$ cat config.mk
export PLATFORM = sky130hd
export DESIGN_NAME = tsg_port
export DESIGN_NICKNAME = d
export VERILOG_FILES = /design/src/tsg_pkg.sv /design/src/tsg_pin_sync.sv /design/src/tsg_port.sv
export SDC_FILE = /design/constraint.sdc
export NUM_CORES = 1
export LEC_CHECK = 0
export BUFFER_PORTS_ARGS = -buffer_cell sky130_fd_sc_hd__buf_2
export CORE_ASPECT_RATIO = 0.75
export CORE_MARGIN = 5
export CORE_UTILIZATION = 55
export DETAILED_ROUTE_END_ITERATION = 12
export MAX_ROUTING_LAYER = met4
export PLACE_DENSITY_LB_ADDON = 0.2
export SYNTH_ARGS = -nofsm -noshare
export SYNTH_HDL_FRONTEND = slang
export SYNTH_SLANG_ARGS = --single-unit
$ cat constraint.sdc
create_clock -name core_clk -period 1.7 [get_ports core_clk]
set_clock_uncertainty 0.05 [all_clocks]
set_input_delay 0 -clock core_clk [delete_from_list [all_inputs] [get_ports core_clk]]
set_output_delay 0 -clock core_clk [all_outputs]
set_load 0.01 [all_outputs]
$ cat src/tsg_pkg.sv
// tsg_pkg.sv: constants and carrier types for the timer-shared gpio port
//
// Functional notes
// - timer enabled: output-compare channels drive their pins, ahead of plain gpio use
// - during reset every pin is an undriven, high-impedance input
// - latch read gives latch bits where direction is 1, pin levels elsewhere
// - pin-input register always reads pin levels; writes to it do nothing
// - direction bit 0 makes the pin an input, 1 an output, bits 7..0
// - output compare enabled forces the pin to output, stored direction unchanged
// - output compare disabled hands direction control back to the stored bit
// - every pin level always feeds its timer input-capture channel
// - drive bit 0 is full drive, 1 about a sixth; ignored on inputs
// - pull enable 0 off, 1 on; acts only while the pin is an input
// - after reset all pull devices are off, all enable bits cleared
// - polarity picks pull-up or pull-down, applied only when pulled and input
package tsg_pkg;

   // ********************************************************************
   // sizes
   // ********************************************************************
   localparam int TSG_PINS        = 8;
   localparam int TSG_AW          = 3;
   localparam int TSG_SYNC_STAGES = 3;

   // ********************************************************************
   // register offsets
   // ********************************************************************
   localparam logic [TSG_AW-1:0] TSG_OFS_LATCH = 3'h0;
   localparam logic [TSG_AW-1:0] TSG_OFS_PIN   = 3'h1;
   localparam logic [TSG_AW-1:0] TSG_OFS_DIR   = 3'h2;
   localparam logic [TSG_AW-1:0] TSG_OFS_DRIVE = 3'h3;
   localparam logic [TSG_AW-1:0] TSG_OFS_PULL  = 3'h4;
   localparam logic [TSG_AW-1:0] TSG_OFS_POL   = 3'h5;

   // ********************************************************************
   // reset values and read answers
   // ********************************************************************
   localparam logic [TSG_PINS-1:0] TSG_RST_LATCH = 8'h00;
   localparam logic [TSG_PINS-1:0] TSG_RST_DIR   = 8'h00;
   localparam logic [TSG_PINS-1:0] TSG_RST_DRIVE = 8'h00;
   localparam logic [TSG_PINS-1:0] TSG_RST_PULL  = 8'h00;
   localparam logic [TSG_PINS-1:0] TSG_RST_POL   = 8'h00;
   localparam logic [TSG_PINS-1:0] TSG_RD_IDLE   = 8'h00;

   // ********************************************************************
   // field encodings, one bit per pin
   // ********************************************************************
   localparam logic TSG_DIR_IN      = 1'b0;
   localparam logic TSG_DIR_OUT     = 1'b1;
   localparam logic TSG_DRV_FULL    = 1'b0;
   localparam logic TSG_DRV_REDUCED = 1'b1;
   localparam logic TSG_POL_UP      = 1'b0;
   localparam logic TSG_POL_DOWN    = 1'b1;

   // ********************************************************************
   // carrier types
   // ********************************************************************
   typedef struct packed {
      logic [TSG_AW-1:0]   addr;
      logic [TSG_PINS-1:0] wdata;
      logic                wr;
      logic                rd;
   } tsg_bus_req_t;

   typedef struct packed {
      logic                enable;
      logic [TSG_PINS-1:0] oc_en;
      logic [TSG_PINS-1:0] oc_level;
   } tsg_timer_t;

   typedef struct packed {
      logic [TSG_PINS-1:0] out;
      logic [TSG_PINS-1:0] oe;
      logic [TSG_PINS-1:0] reduced;
      logic [TSG_PINS-1:0] pull_en;
      logic [TSG_PINS-1:0] pull_dn;
   } tsg_pad_ctrl_t;

endpackage : tsg_pkg

$ cat src/tsg_pin_sync.sv
// tsg_pin_sync.sv: three-stage pin synchroniser with agreement filter
module tsg_pin_sync #(
   parameter int WIDTH = 8
) (
   // clock and reset
   input  wire logic             core_clk,
   input  wire logic             rst,
   // raw pins and filtered levels
   input  wire logic [WIDTH-1:0] pin_raw,
   output logic      [WIDTH-1:0] pin_level
);
   import tsg_pkg::*;

   typedef struct packed {
      logic [WIDTH-1:0] s1;
      logic [WIDTH-1:0] s2;
      logic [WIDTH-1:0] s3;
      logic [WIDTH-1:0] level;
   } tsg_sync_state_t;

   tsg_sync_state_t sync_r;
   tsg_sync_state_t sync_nxt;
   logic [WIDTH-1:0] agree;

   // first stage is read only by the second; the filter looks at stages two and three
   always_comb begin
      sync_nxt       = sync_r;
      agree          = ~(sync_r.s2 ^ sync_r.s3);
      sync_nxt.s1    = pin_raw;
      sync_nxt.s2    = sync_r.s1;
      sync_nxt.s3    = sync_r.s2;
      sync_nxt.level = (agree & sync_r.s2) | (~agree & sync_r.level);
   end

   always_ff @(posedge core_clk) begin
      if (rst) begin
         sync_r <= '0;
      end else begin
         sync_r <= sync_nxt;
      end
   end

   assign pin_level = sync_r.level;

endmodule : tsg_pin_sync

$ cat src/tsg_port.sv
// tsg_port.sv: eight-pin gpio port shared with the eight-channel timer

// ***********************************************************************
// top level
// ***********************************************************************
module tsg_port (
   // clock and reset
   input  wire logic                  core_clk,
   input  wire logic                  rst,

   // register port
   input  wire tsg_pkg::tsg_bus_req_t reg_req,
   output logic [tsg_pkg::TSG_PINS-1:0] reg_rdata,

   // eight-channel timer side
   input  wire tsg_pkg::tsg_timer_t   tmr_ctrl,
   output logic [tsg_pkg::TSG_PINS-1:0] tmr_capture_in,

   // shared port pins
   input  wire logic [tsg_pkg::TSG_PINS-1:0] pin_in,
   output tsg_pkg::tsg_pad_ctrl_t     pad_ctrl
);
   import tsg_pkg::*;

   // ********************************************************************
   // state
   // ********************************************************************
   typedef struct packed {
      logic [TSG_PINS-1:0] latch;
      logic [TSG_PINS-1:0] dir;
      logic [TSG_PINS-1:0] drive;
      logic [TSG_PINS-1:0] pull;
      logic [TSG_PINS-1:0] pol;
      logic [TSG_PINS-1:0] rdata;
      tsg_pad_ctrl_t       pad;
   } tsg_state_t;

   // what one pad is doing; every pad control bit except out follows from it
   typedef enum logic [2:0] {
      TSG_ROLE_FLOAT,
      TSG_ROLE_PULL_UP,
      TSG_ROLE_PULL_DOWN,
      TSG_ROLE_DRIVE_FULL,
      TSG_ROLE_DRIVE_REDUCED
   } tsg_pin_role_t;

   // one flag per mapped offset; offsets 6 and 7 leave every flag low
   typedef struct packed {
      logic latch;
      logic pin;
      logic dir;
      logic drive;
      logic pull;
      logic pol;
   } tsg_sel_t;

   // all pads come out of reset undriven with no pull
   localparam tsg_pad_ctrl_t TSG_PAD_RST = '{
      out     : TSG_RST_LATCH,
      oe      : TSG_RST_DIR,
      reduced : TSG_RST_DRIVE,
      pull_en : TSG_RST_PULL,
      pull_dn : TSG_RST_POL
   };

   localparam tsg_state_t TSG_STATE_RST = '{
      latch : TSG_RST_LATCH,
      dir   : TSG_RST_DIR,
      drive : TSG_RST_DRIVE,
      pull  : TSG_RST_PULL,
      pol   : TSG_RST_POL,
      rdata : TSG_RD_IDLE,
      pad   : TSG_PAD_RST
   };

   tsg_state_t          st_r;
   tsg_state_t          st_nxt;
   logic [TSG_PINS-1:0] pin_level;
   logic [TSG_PINS-1:0] oc_force;
   logic [TSG_PINS-1:0] eff_oe;
   tsg_sel_t            wr_sel;
   tsg_sel_t            rd_sel;

   // ********************************************************************
   // helper functions
   // ********************************************************************

   // one-hot register select, shared by the write and the read path
   function automatic tsg_sel_t fn_decode(
      input logic [TSG_AW-1:0] addr
   );
      tsg_sel_t sel;
      sel = '0;
      case (addr)
         TSG_OFS_LATCH: begin
            sel.latch = 1'h1;
         end
         TSG_OFS_PIN: begin
            sel.pin = 1'h1;
         end
         TSG_OFS_DIR: begin
            sel.dir = 1'h1;
         end
         TSG_OFS_DRIVE: begin
            sel.drive = 1'h1;
         end
         TSG_OFS_PULL: begin
            sel.pull = 1'h1;
         end
         TSG_OFS_POL: begin
            sel.pol = 1'h1;
         end
         default: begin
            sel = '0;
         end
      endcase
      fn_decode = sel;
   endfunction : fn_decode

   // per pin, when_one where the sel bit is 1, when_zero elsewhere; used for the latch read and the pad output
   function automatic logic [TSG_PINS-1:0] fn_mix(
      input logic [TSG_PINS-1:0] sel,
      input logic [TSG_PINS-1:0] when_one,
      input logic [TSG_PINS-1:0] when_zero
   );
      fn_mix = (sel & when_one) | (~sel & when_zero);
   endfunction : fn_mix

   // read answer for one address; unmapped offsets read as idle
   function automatic logic [TSG_PINS-1:0] fn_read(
      input tsg_sel_t            sel,
      input tsg_state_t          st,
      input logic [TSG_PINS-1:0] lvl
   );
      logic [TSG_PINS-1:0] val;
      val = TSG_RD_IDLE;
      if (sel.latch) begin
         val = fn_mix(st.dir, st.latch, lvl);
      end
      if (sel.pin) begin
         val = lvl;
      end
      if (sel.dir) begin
         val = st.dir;
      end
      if (sel.drive) begin
         val = st.drive;
      end
      if (sel.pull) begin
         val = st.pull;
      end
      if (sel.pol) begin
         val = st.pol;
      end
      fn_read = val;
   endfunction : fn_read

   // role of one pad from its effective direction and stored setup
   function automatic tsg_pin_role_t fn_role(
      input logic oe,
      input logic drive,
      input logic pull,
      input logic pol
   );
      tsg_pin_role_t role;
      role = TSG_ROLE_FLOAT;
      if (oe == TSG_DIR_OUT) begin
         // drive strength means nothing on an input, so only outputs look at it
         role = TSG_ROLE_DRIVE_FULL;
         if (drive == TSG_DRV_REDUCED) begin
            role = TSG_ROLE_DRIVE_REDUCED;
         end
      end else if (pull) begin
         // polarity only reaches the pad while the pull is really on
         role = TSG_ROLE_PULL_UP;
         if (pol == TSG_POL_DOWN) begin
            role = TSG_ROLE_PULL_DOWN;
         end
      end
      fn_role = role;
   endfunction : fn_role

   // apply one register write; the pin-input offset has no storage behind it
   function automatic tsg_state_t fn_write(
      input tsg_state_t          st,
      input tsg_sel_t            sel,
      input logic [TSG_PINS-1:0] wdata
   );
      tsg_state_t nxt;
      nxt = st;
      if (sel.latch) begin
         nxt.latch = wdata;
      end
      if (sel.pin) begin
         nxt.latch = st.latch;
      end
      if (sel.dir) begin
         nxt.dir = wdata;
      end
      if (sel.drive) begin
         nxt.drive = wdata;
      end
      if (sel.pull) begin
         nxt.pull = wdata;
      end
      if (sel.pol) begin
         nxt.pol = wdata;
      end
      fn_write = nxt;
   endfunction : fn_write

   // pad controls from the stored setup and the effective direction
   function automatic tsg_pad_ctrl_t fn_pad(
      input tsg_state_t          st,
      input logic [TSG_PINS-1:0] oe,
      input logic [TSG_PINS-1:0] force_oc,
      input logic [TSG_PINS-1:0] oc_level
   );
      tsg_pad_ctrl_t pad;
      tsg_pin_role_t role;
      pad     = TSG_PAD_RST;
      role    = TSG_ROLE_FLOAT;
      pad.out = fn_mix(force_oc, oc_level, st.latch);
      for (int i = 0; i < TSG_PINS; i++) begin
         role = fn_role(oe[i], st.drive[i], st.pull[i], st.pol[i]);
         case (role)
            TSG_ROLE_DRIVE_FULL: begin
               pad.oe[i] = 1'h1;
            end
            TSG_ROLE_DRIVE_REDUCED: begin
               pad.oe[i]      = 1'h1;
               pad.reduced[i] = 1'h1;
            end
            TSG_ROLE_PULL_UP: begin
               // pull devices would fight the driver, so outputs never see them
               pad.pull_en[i] = 1'h1;
            end
            TSG_ROLE_PULL_DOWN: begin
               pad.pull_en[i] = 1'h1;
               pad.pull_dn[i] = 1'h1;
            end
            default: begin
               pad.oe[i] = 1'h0;
            end
         endcase
      end
      fn_pad = pad;
   endfunction : fn_pad

   // ********************************************************************
   // pin synchroniser
   // ********************************************************************

   // pins are asynchronous to core_clk; every reader sees the filtered level
   tsg_pin_sync #(
      .WIDTH (TSG_PINS)
   ) u_pin_sync (
      .core_clk  (core_clk),
      .rst       (rst),
      .pin_raw   (pin_in),
      .pin_level (pin_level)
   );

   // ********************************************************************
   // timer override
   // ********************************************************************

   // timer signals come from logic on core_clk and need no synchroniser;
   // a disabled timer releases every pin, whatever its compare setting
   always_comb begin
      oc_force = TSG_RD_IDLE;
      for (int i = 0; i < TSG_PINS; i++) begin
         if (tmr_ctrl.enable && tmr_ctrl.oc_en[i]) begin
            oc_force[i] = 1'h1;
         end
      end
   end

   // the stored direction is never written here, so dropping the
   // override falls straight back to it
   always_comb begin
      eff_oe = st_r.dir;
      for (int i = 0; i < TSG_PINS; i++) begin
         if (oc_force[i]) begin
            eff_oe[i] = TSG_DIR_OUT;
         end
      end
   end

   // ********************************************************************
   // register select
   // ********************************************************************

   // a strobe that is low leaves its select empty
   always_comb begin
      wr_sel = '0;
      rd_sel = '0;
      if (reg_req.wr) begin
         wr_sel = fn_decode(reg_req.addr);
      end
      if (reg_req.rd) begin
         rd_sel = fn_decode(reg_req.addr);
      end
   end

   // ********************************************************************
   // next state
   // ********************************************************************
   always_comb begin
      // register writes; the pin-input offset and offsets 6 and 7 store nothing
      st_nxt = fn_write(st_r, wr_sel, reg_req.wdata);

      // read data stands only in the cycle after the read strobe
      st_nxt.rdata = TSG_RD_IDLE;

      // register reads, taken from the state before any same-edge write
      if (reg_req.rd) begin
         st_nxt.rdata = fn_read(rd_sel, st_r, pin_level);
      end

      // pad controls are registered so the pins never see decode glitches;
      // the cost is one cycle from a setup change to the pad
      st_nxt.pad = fn_pad(st_r, eff_oe, oc_force, tmr_ctrl.oc_level);
   end

   // ********************************************************************
   // state register
   // ********************************************************************
   always_ff @(posedge core_clk) begin
      if (rst) begin
         // every pin undriven, pulls off, all setup cleared
         st_r <= TSG_STATE_RST;
      end else begin
         st_r <= st_nxt;
      end
   end

   // ********************************************************************
   // outputs
   // ********************************************************************
   assign reg_rdata = st_r.rdata;
   assign pad_ctrl  = st_r.pad;

   // capture sees the pin whatever the direction or override
   assign tmr_capture_in = pin_level;

endmodule : tsg_port

==> reports/summary.txt, run 1 <==
Final HPWL DP - 7100 um
Setup Crit Path Kind - input port to flop
total die area - 10,440 sq um
routability cong. - 0.8068
Syn Inst Count - 530
Initial Util - 55.67%
worst-path cell chain - dlygate4sd3_1, buf_2, nand2b_1, nor2_2, nand2_1, a21oi_1
period utilisation layout - 93.07%
CTS Root Cell - clkbuf_16
main area contributors after synthesis - dfxtp_1 51%, buf_4 9.5%, nand2_1 8.4%
post-place setup slack - 0.3183 ns
Commonest cells post-synth - 120 x dfxtp_1, 105 x nand2_1, 72 x a21oi_1
min Tclk post-route - 1.582 ns
Post-Route WL - 11,220 um
Num CTS Buffers - 17
clock slew at reported path FFs - 0.05 ns
Slew HR - 57.13%
Netlist cell types - 26
post-layout worst setup margin - 0.1178 ns
Die H - 89.77 um
worst-path maximum fanout - 11
global-route wire length before repair - 18,380 um
Async S/R FF share, synth - 0%
Sw Pwr - 0.001465 W
PD cells - 1214 nW/um^2
Worst Hold Class - input port to flop
H-tree depth - 4
vias in the first global route - 3,876
Worst EP arrival - 1.86 ns
Post-synth EDFFs - 0
Sw Ratio - 20.63%
register area share after synthesis - 51.49%
number of diodes - 0
ys flop type - dfxtp_1
Core ar. - 8382 sq um
outcome - finished, final reports clean
Yosys warnings - 0
Least-Margin Pin Slew - 0.6402 ns
syn avg cell area - 8.803 sq um
syn_nets - 570
Synth Cell Area - 4666 sq um
most common cell in the netlist - dfxtp_1
max-cap viol count - 0
post-synth top area share - 51.49%
pin count of the biggest net entering global routing - 97
Worst Setup End Kind - flop
Achievable Freq - 0.6320 GHz
Setup TNS - 0 ns
Cell Rows - 29
NumNets Final - 652
Flop pwr share - 41.1%
remaining antenna violation count - 0
CTS tree - yes
Placed Cells incl. Taps - 657
drt initial violations - 265
Peak VDD IR - 0.8312 mV
area delta synth->final - 25.32%
clock power share - 52.8%
RSZ-0062 raised after global routing - false
Clock Latency Late Sink - 0.41 ns
static leakage - 2.474 nW
Buffers on Ports - 95
Overall Global Routing Usage - 23.12%
final hold vios - 0
Startpoint Class - input port
GRT Residual Overflow - 0
Die X - 116.4 um
Synth area leader - dfxtp_1
worst path required time - 1.98 ns
Pre-antenna DRT Iters - 5
Cell Int Power - 0.005635 W
residual DRC count - 0
TritonCTS Sinks - 120
CP peak stage delay - 0.55 ns
via count - 3,811
Synth Register Bits - 120
I/O pin cnt - 96
final setup vio count - 0
non-filler cells, final - 733
maximum buffer depth of the clock tree - 2
Pwr Total - 0.007100 W
Comb pwr share - 6.1%
share of layout cells above drive strength 1 - 23.52%
Slew Limit Fails - 0
utilization after layout - 69.76%
initial antenna violation count - 0
WL per Instance - 15.30 um
routed vias/inst - 5.199
slowest cell on the critical path - dlygate4sd3_1
## path summary, 6_finish.rpt
kind / to / slack, ns / depth (start not counted) / from
worst min register to register: u_pin_sync.sync_nxt[12] / 0.39 / 1 / u_pin_sync.sync_nxt[20]
worst max register to register: pad_ctrl[34] / 0.40 / 3 / st_r[82]
worst min-delay path: st_r[81] / 0.03 / 5 / reg_req[1]
worst max-delay path: st_r[54] / 0.12 / 6 / reg_req[11]
## cell usage in the layout (no fill, tap or decap), drive strengths merged, types with 3 or more instances in the layout
master,Yosys,final
o22ai,16,16
buf,71,99
nand2,105,105
nor2,28,28
nand2b,12,12
clkbuf,9,23
dlygate4sd3,0,44
or2,3,3
and2,16,16
clkinv,0,5
bufinv,0,4
a211oi,8,8
nor2b,26,26
a21oi,72,72
o21ai,16,16
nand3,9,9
dfxtp,120,120
mux2,8,8
and3b,8,8
## per-stage QoR
step	hold WS, ns	cell area, sq um
floorplan	0.07818	4666
global placement	0.1637	4773
detailed placement	0.1646	4773
CTS	0.03094	5917
global route	0.05284	5847
finish	0.03072	5847
## sequential cells by signal, indices dropped and copies added, names as in the netlist, named ones only
name,cells
u_pin_sync.sync_nxt,16
st_r,40
reg_rdata,8
pad_ctrl,40
u_pin_sync.sync_r,8
## metal layers
layer | global-route usage [%] | vias up | share of wire, %
met2 | 37.76 | 136 | 50
met5 | - | - | 0
met3 | 7.383 | 11 | 7.2
met1 | 27.20 | 1794 | 42
met4 | 6.763 | 0 | 0.95
li1 | - | 1870 | -
## cells by family after synthesis
group                  synth area share, %
AO/OA/AOI/OAI                        13.09
buffers and inverters                11.69
flip-flops                           51.49
multiplexers                         1.931
AND/OR/NAND/NOR                      21.80
## area by class of cell
cell class,instances,area [sq um]
fill,621,2535
sequential,120,2402
multi-input combinational,330,1728
timing repair buffer,143,958.4
clock buffer,23,478.0
clock inverter,9,145.1
tap,108,135.1
## power by group through the flow
stage / registers (W) / logic [W] / clock network [W]
6_report: 0.00292 / 0.000436 / 0.00375
5_1_grt: 0.00292 / 0.000482 / 0.00393
4_1_cts: 0.00292 / 0.000440 / 0.00379
3_5_place_dp: 0.00297 / 0.000353 / 0
3_3_place_gp: 0.00297 / 0.000344 / 0
2_1_floorplan: 0.00296 / 0.000251 / 0
## worst max-delay path, delay by kind of cell
kind                   cells  cell delay [ns]
and+or+nand+nor            3             0.97
AOI/OAI and AO/OA          1             0.16
buffers and inverters      2             0.72
## what timing repair did
item                                   in CTS  in global routing
setup endpoints to repair                   0                  9
endpoints found under the hold margin      74                  0
setup buffers                               0                  0
resized for setup                           0                  2
hold buffers                               52                  0
Power figures use the tool's default switching activity.
==> run 2, diff against run 1 <==
Settings changed: BUFFER_PORTS_ARGS -buffer_cell sky130_fd_sc_hd__buf_2 to unset, DONT_BUFFER_PORTS set to 1, PLACE_DENSITY_LB_ADDON 0.2 to 0.15.
==> run 2 against run 1 <==
  * Combinational power shrank 19%
  * Via count shrank 7.0%
  * Die area is the same
  * Global-route usage shrank 0.90 points
  * Sequential power is essentially flat
  * Critical path depth is the same
  * Wire length shrank 2.7%
==> reports/summary.txt, run 2 (synthesis results as in run 1) <==
number of diodes - 0 (unchanged)
static leakage - 2.142 nW (-13%)
Cell Int Power - 0.005804 W (+3.0%)
CTS Root Cell - clkbuf_16
count of filler cells inserted in the layout - 659 (+6.1%)
share of layout cells above drive strength 1 - 9.707% (-14 points)
Die H - 89.77 um (unchanged)
Worst EP arrival - 1.85 ns (about the same)
GRT Residual Overflow - 0 (unchanged)
vias in the first global route - 3,481 (-10%)
Achievable Freq - 0.6386 GHz (+1.0%)
M1 WL - 4640 um (-1.2%)
Post-Route WL - 10,910 um (-2.7%)
routability cong. - 0.7903 (-2.0%)
WL per Instance - 16.68 um (+9.0%)
final setup vio count - 0 (unchanged)
slowest cell on the critical path - dlygate4sd3_1
global-route wire length before repair - 17,590 um (-4.3%)
I/O pin cnt - 96 (unchanged)
CTS tree - yes
Buffers on Ports - 0 (-100%)
max-cap viol count - 0 (unchanged)
drt initial violations - 217 (-18%)
PD cells - 1302 nW/um^2 (+7.2%)
DR WL met3 - 858 um (+6.7%)
Setup TNS - 0 ns (unchanged)
Final HPWL DP - 6523 um (-8.1%)
final hold vios - 0 (unchanged)
Sw Pwr - 0.001481 W (+1.1%)
CP peak stage delay - 0.62 ns (+0.07 ns)
period utilisation layout - 92.11% (-0.96 points)
Peak VDD IR - 0.7990 mV (-3.9%)
worst-path maximum fanout - 15 (+4)
max layer used - met4
Cell Rows - 29 (unchanged)
Initial Util - 55.67% (unchanged)
Slew HR - 36.83% (-20 points)
Comb pwr share - 4.9% (-1.2 points)
Pre-antenna DRT Iters - 5 (unchanged)
Core ar. - 8382 sq um (unchanged)
outcome - finished, final reports clean
Overall Global Routing Usage - 22.22% (-0.90 points)
maximum buffer depth of the clock tree - 2 (unchanged)
Worst Hold Class - input port to flop
Slew Limit Fails - 0 (unchanged)
min Tclk post-route - 1.566 ns (-0.01631 ns)
Flop pwr share - 40.2% (-0.9 points)
Clock Latency Late Sink - 0.40 ns (about the same)
Worst Setup End Kind - flop
RSZ-0062 raised after global routing - false
TritonCTS Sinks - 120 (unchanged)
most common cell after layout, fill and taps aside - dfxtp_1
worst-path cell chain - nand2b_4, dlygate4sd3_1, nor2_2, nand2_1, dlygate4sd3_1, a21oi_1
routed vias/inst - 5.422 (+4.3%)
Sw Ratio - 20.33% (-0.30 points)
Least-Margin Pin Slew - 0.9444 ns (+0.3043 ns)
pin count of the biggest net entering global routing - 87 (-10%)
residual DRC count - 0 (unchanged)
H-tree depth - 4 (unchanged)
Setup Crit Path Kind - input port to flop
area delta synth->final - 19.90%
clock slew at reported path FFs - 0.05 ns (about the same)
NumNets Final - 573 (-12%)
Top cell by count, worst path - dlygate4sd3_1
initial antenna violation count - 0 (unchanged)
Die X - 116.4 um (unchanged)
via count - 3,546 (-7.0%)
DR WL met2 - 5260 um (-6.2%)
Num CTS Buffers - 17 (unchanged)
worst path required time - 1.98 ns (about the same)
total die area - 10,440 sq um (unchanged)
Startpoint Class - input port
clock power share - 54.9% (+2.1 points)
Pwr Total - 0.007285 W (+2.6%)
most frequent cells in the layout - 120 x dfxtp_1, 105 x nand2_1, 72 x a21oi_1, 59 x dlygate4sd3_1, 25 x nor2b_1
remaining antenna violation count - 0 (unchanged)
run 2: changes by cell type in the layout (fill, tap and decap cells not counted), sizes merged:
cell	previous run	this run
dlygate4sd3	44	59
clkinv	5	4
clkbuf	23	21
buf	99	2
bufinv	4	5
clkinvlp	0	2
dlymetal6s4s	0	3
run 2: path summary, 6_finish.rpt:
check | from | endpoint | slack [ns] | depth (start not counted)
max | reg_req[10] | st_r[73] | 0.13 | 6
min | reg_req[10] | reg_rdata[3] | 0.03 | 4
min reg2reg | u_pin_sync.sync_nxt[23] | u_pin_sync.sync_nxt[15] | 0.38 | 1
max reg2reg | flop | flop | 0.35 | 3
run 2: final cells by class:
type	count	area, sq um	share of cell area [%]
clock buffers	21	480.5	8.589
clock inverters	11	192.7	3.444
repair buffers	64	663.1	11.85
multi-input cells	330	1720	30.75
well taps	108	135.1	2.416
flip-flops and latches	120	2402	42.94
run 2: what timing repair did:
item,4_1_cts,5_1_grt
resized for setup,0,4
setup endpoints to repair,0,8
hold endpoints to repair,120,0
setup buffers,0,0
hold buffers,63,0
run 2: routing by layer:
layer  up-vias  track usage [%]
met5         -                -
met4         0            5.604
met3        16            7.852
met2       143            35.43
met1      1670            26.79
li1       1717                -
run 2: power groups by stage:
stage | Sequential, W | Combinational [W] | Clock, W
after floorplan | 0.00296 | 0.000251 | 0
after global placement | 0.00299 | 0.000183 | 0
after detailed placement | 0.00299 | 0.000187 | 0
after CTS | 0.00293 | 0.000350 | 0.00403
after global routing | 0.00294 | 0.000389 | 0.00419
final | 0.00293 | 0.000355 | 0.00400
run 2: critical path, delay by kind of cell:
family / cells / cell delay [ns]
AO/OA/AOI/OAI: 1 / 0.12
buffers and inverters: 2 / 1.18
AND/OR/NAND/NOR: 3 / 0.54
run 2: stage by stage:
step           hold WS (ns)  area, sq um  setup WS [ns]  std cells  util [%]
6_report            0.02918         5594         0.1341        654     66.74
5_1_grt             0.04841         5594        0.02996        654     66.74
4_1_cts             0.02029         5584        0.03080        654     66.62
3_5_place_dp        0.03329         4263         0.3515        559     50.86
3_3_place_gp        0.03203         4263         0.3838        559     50.86
2_1_floorplan       0.07818         4666         0.6305        530         -
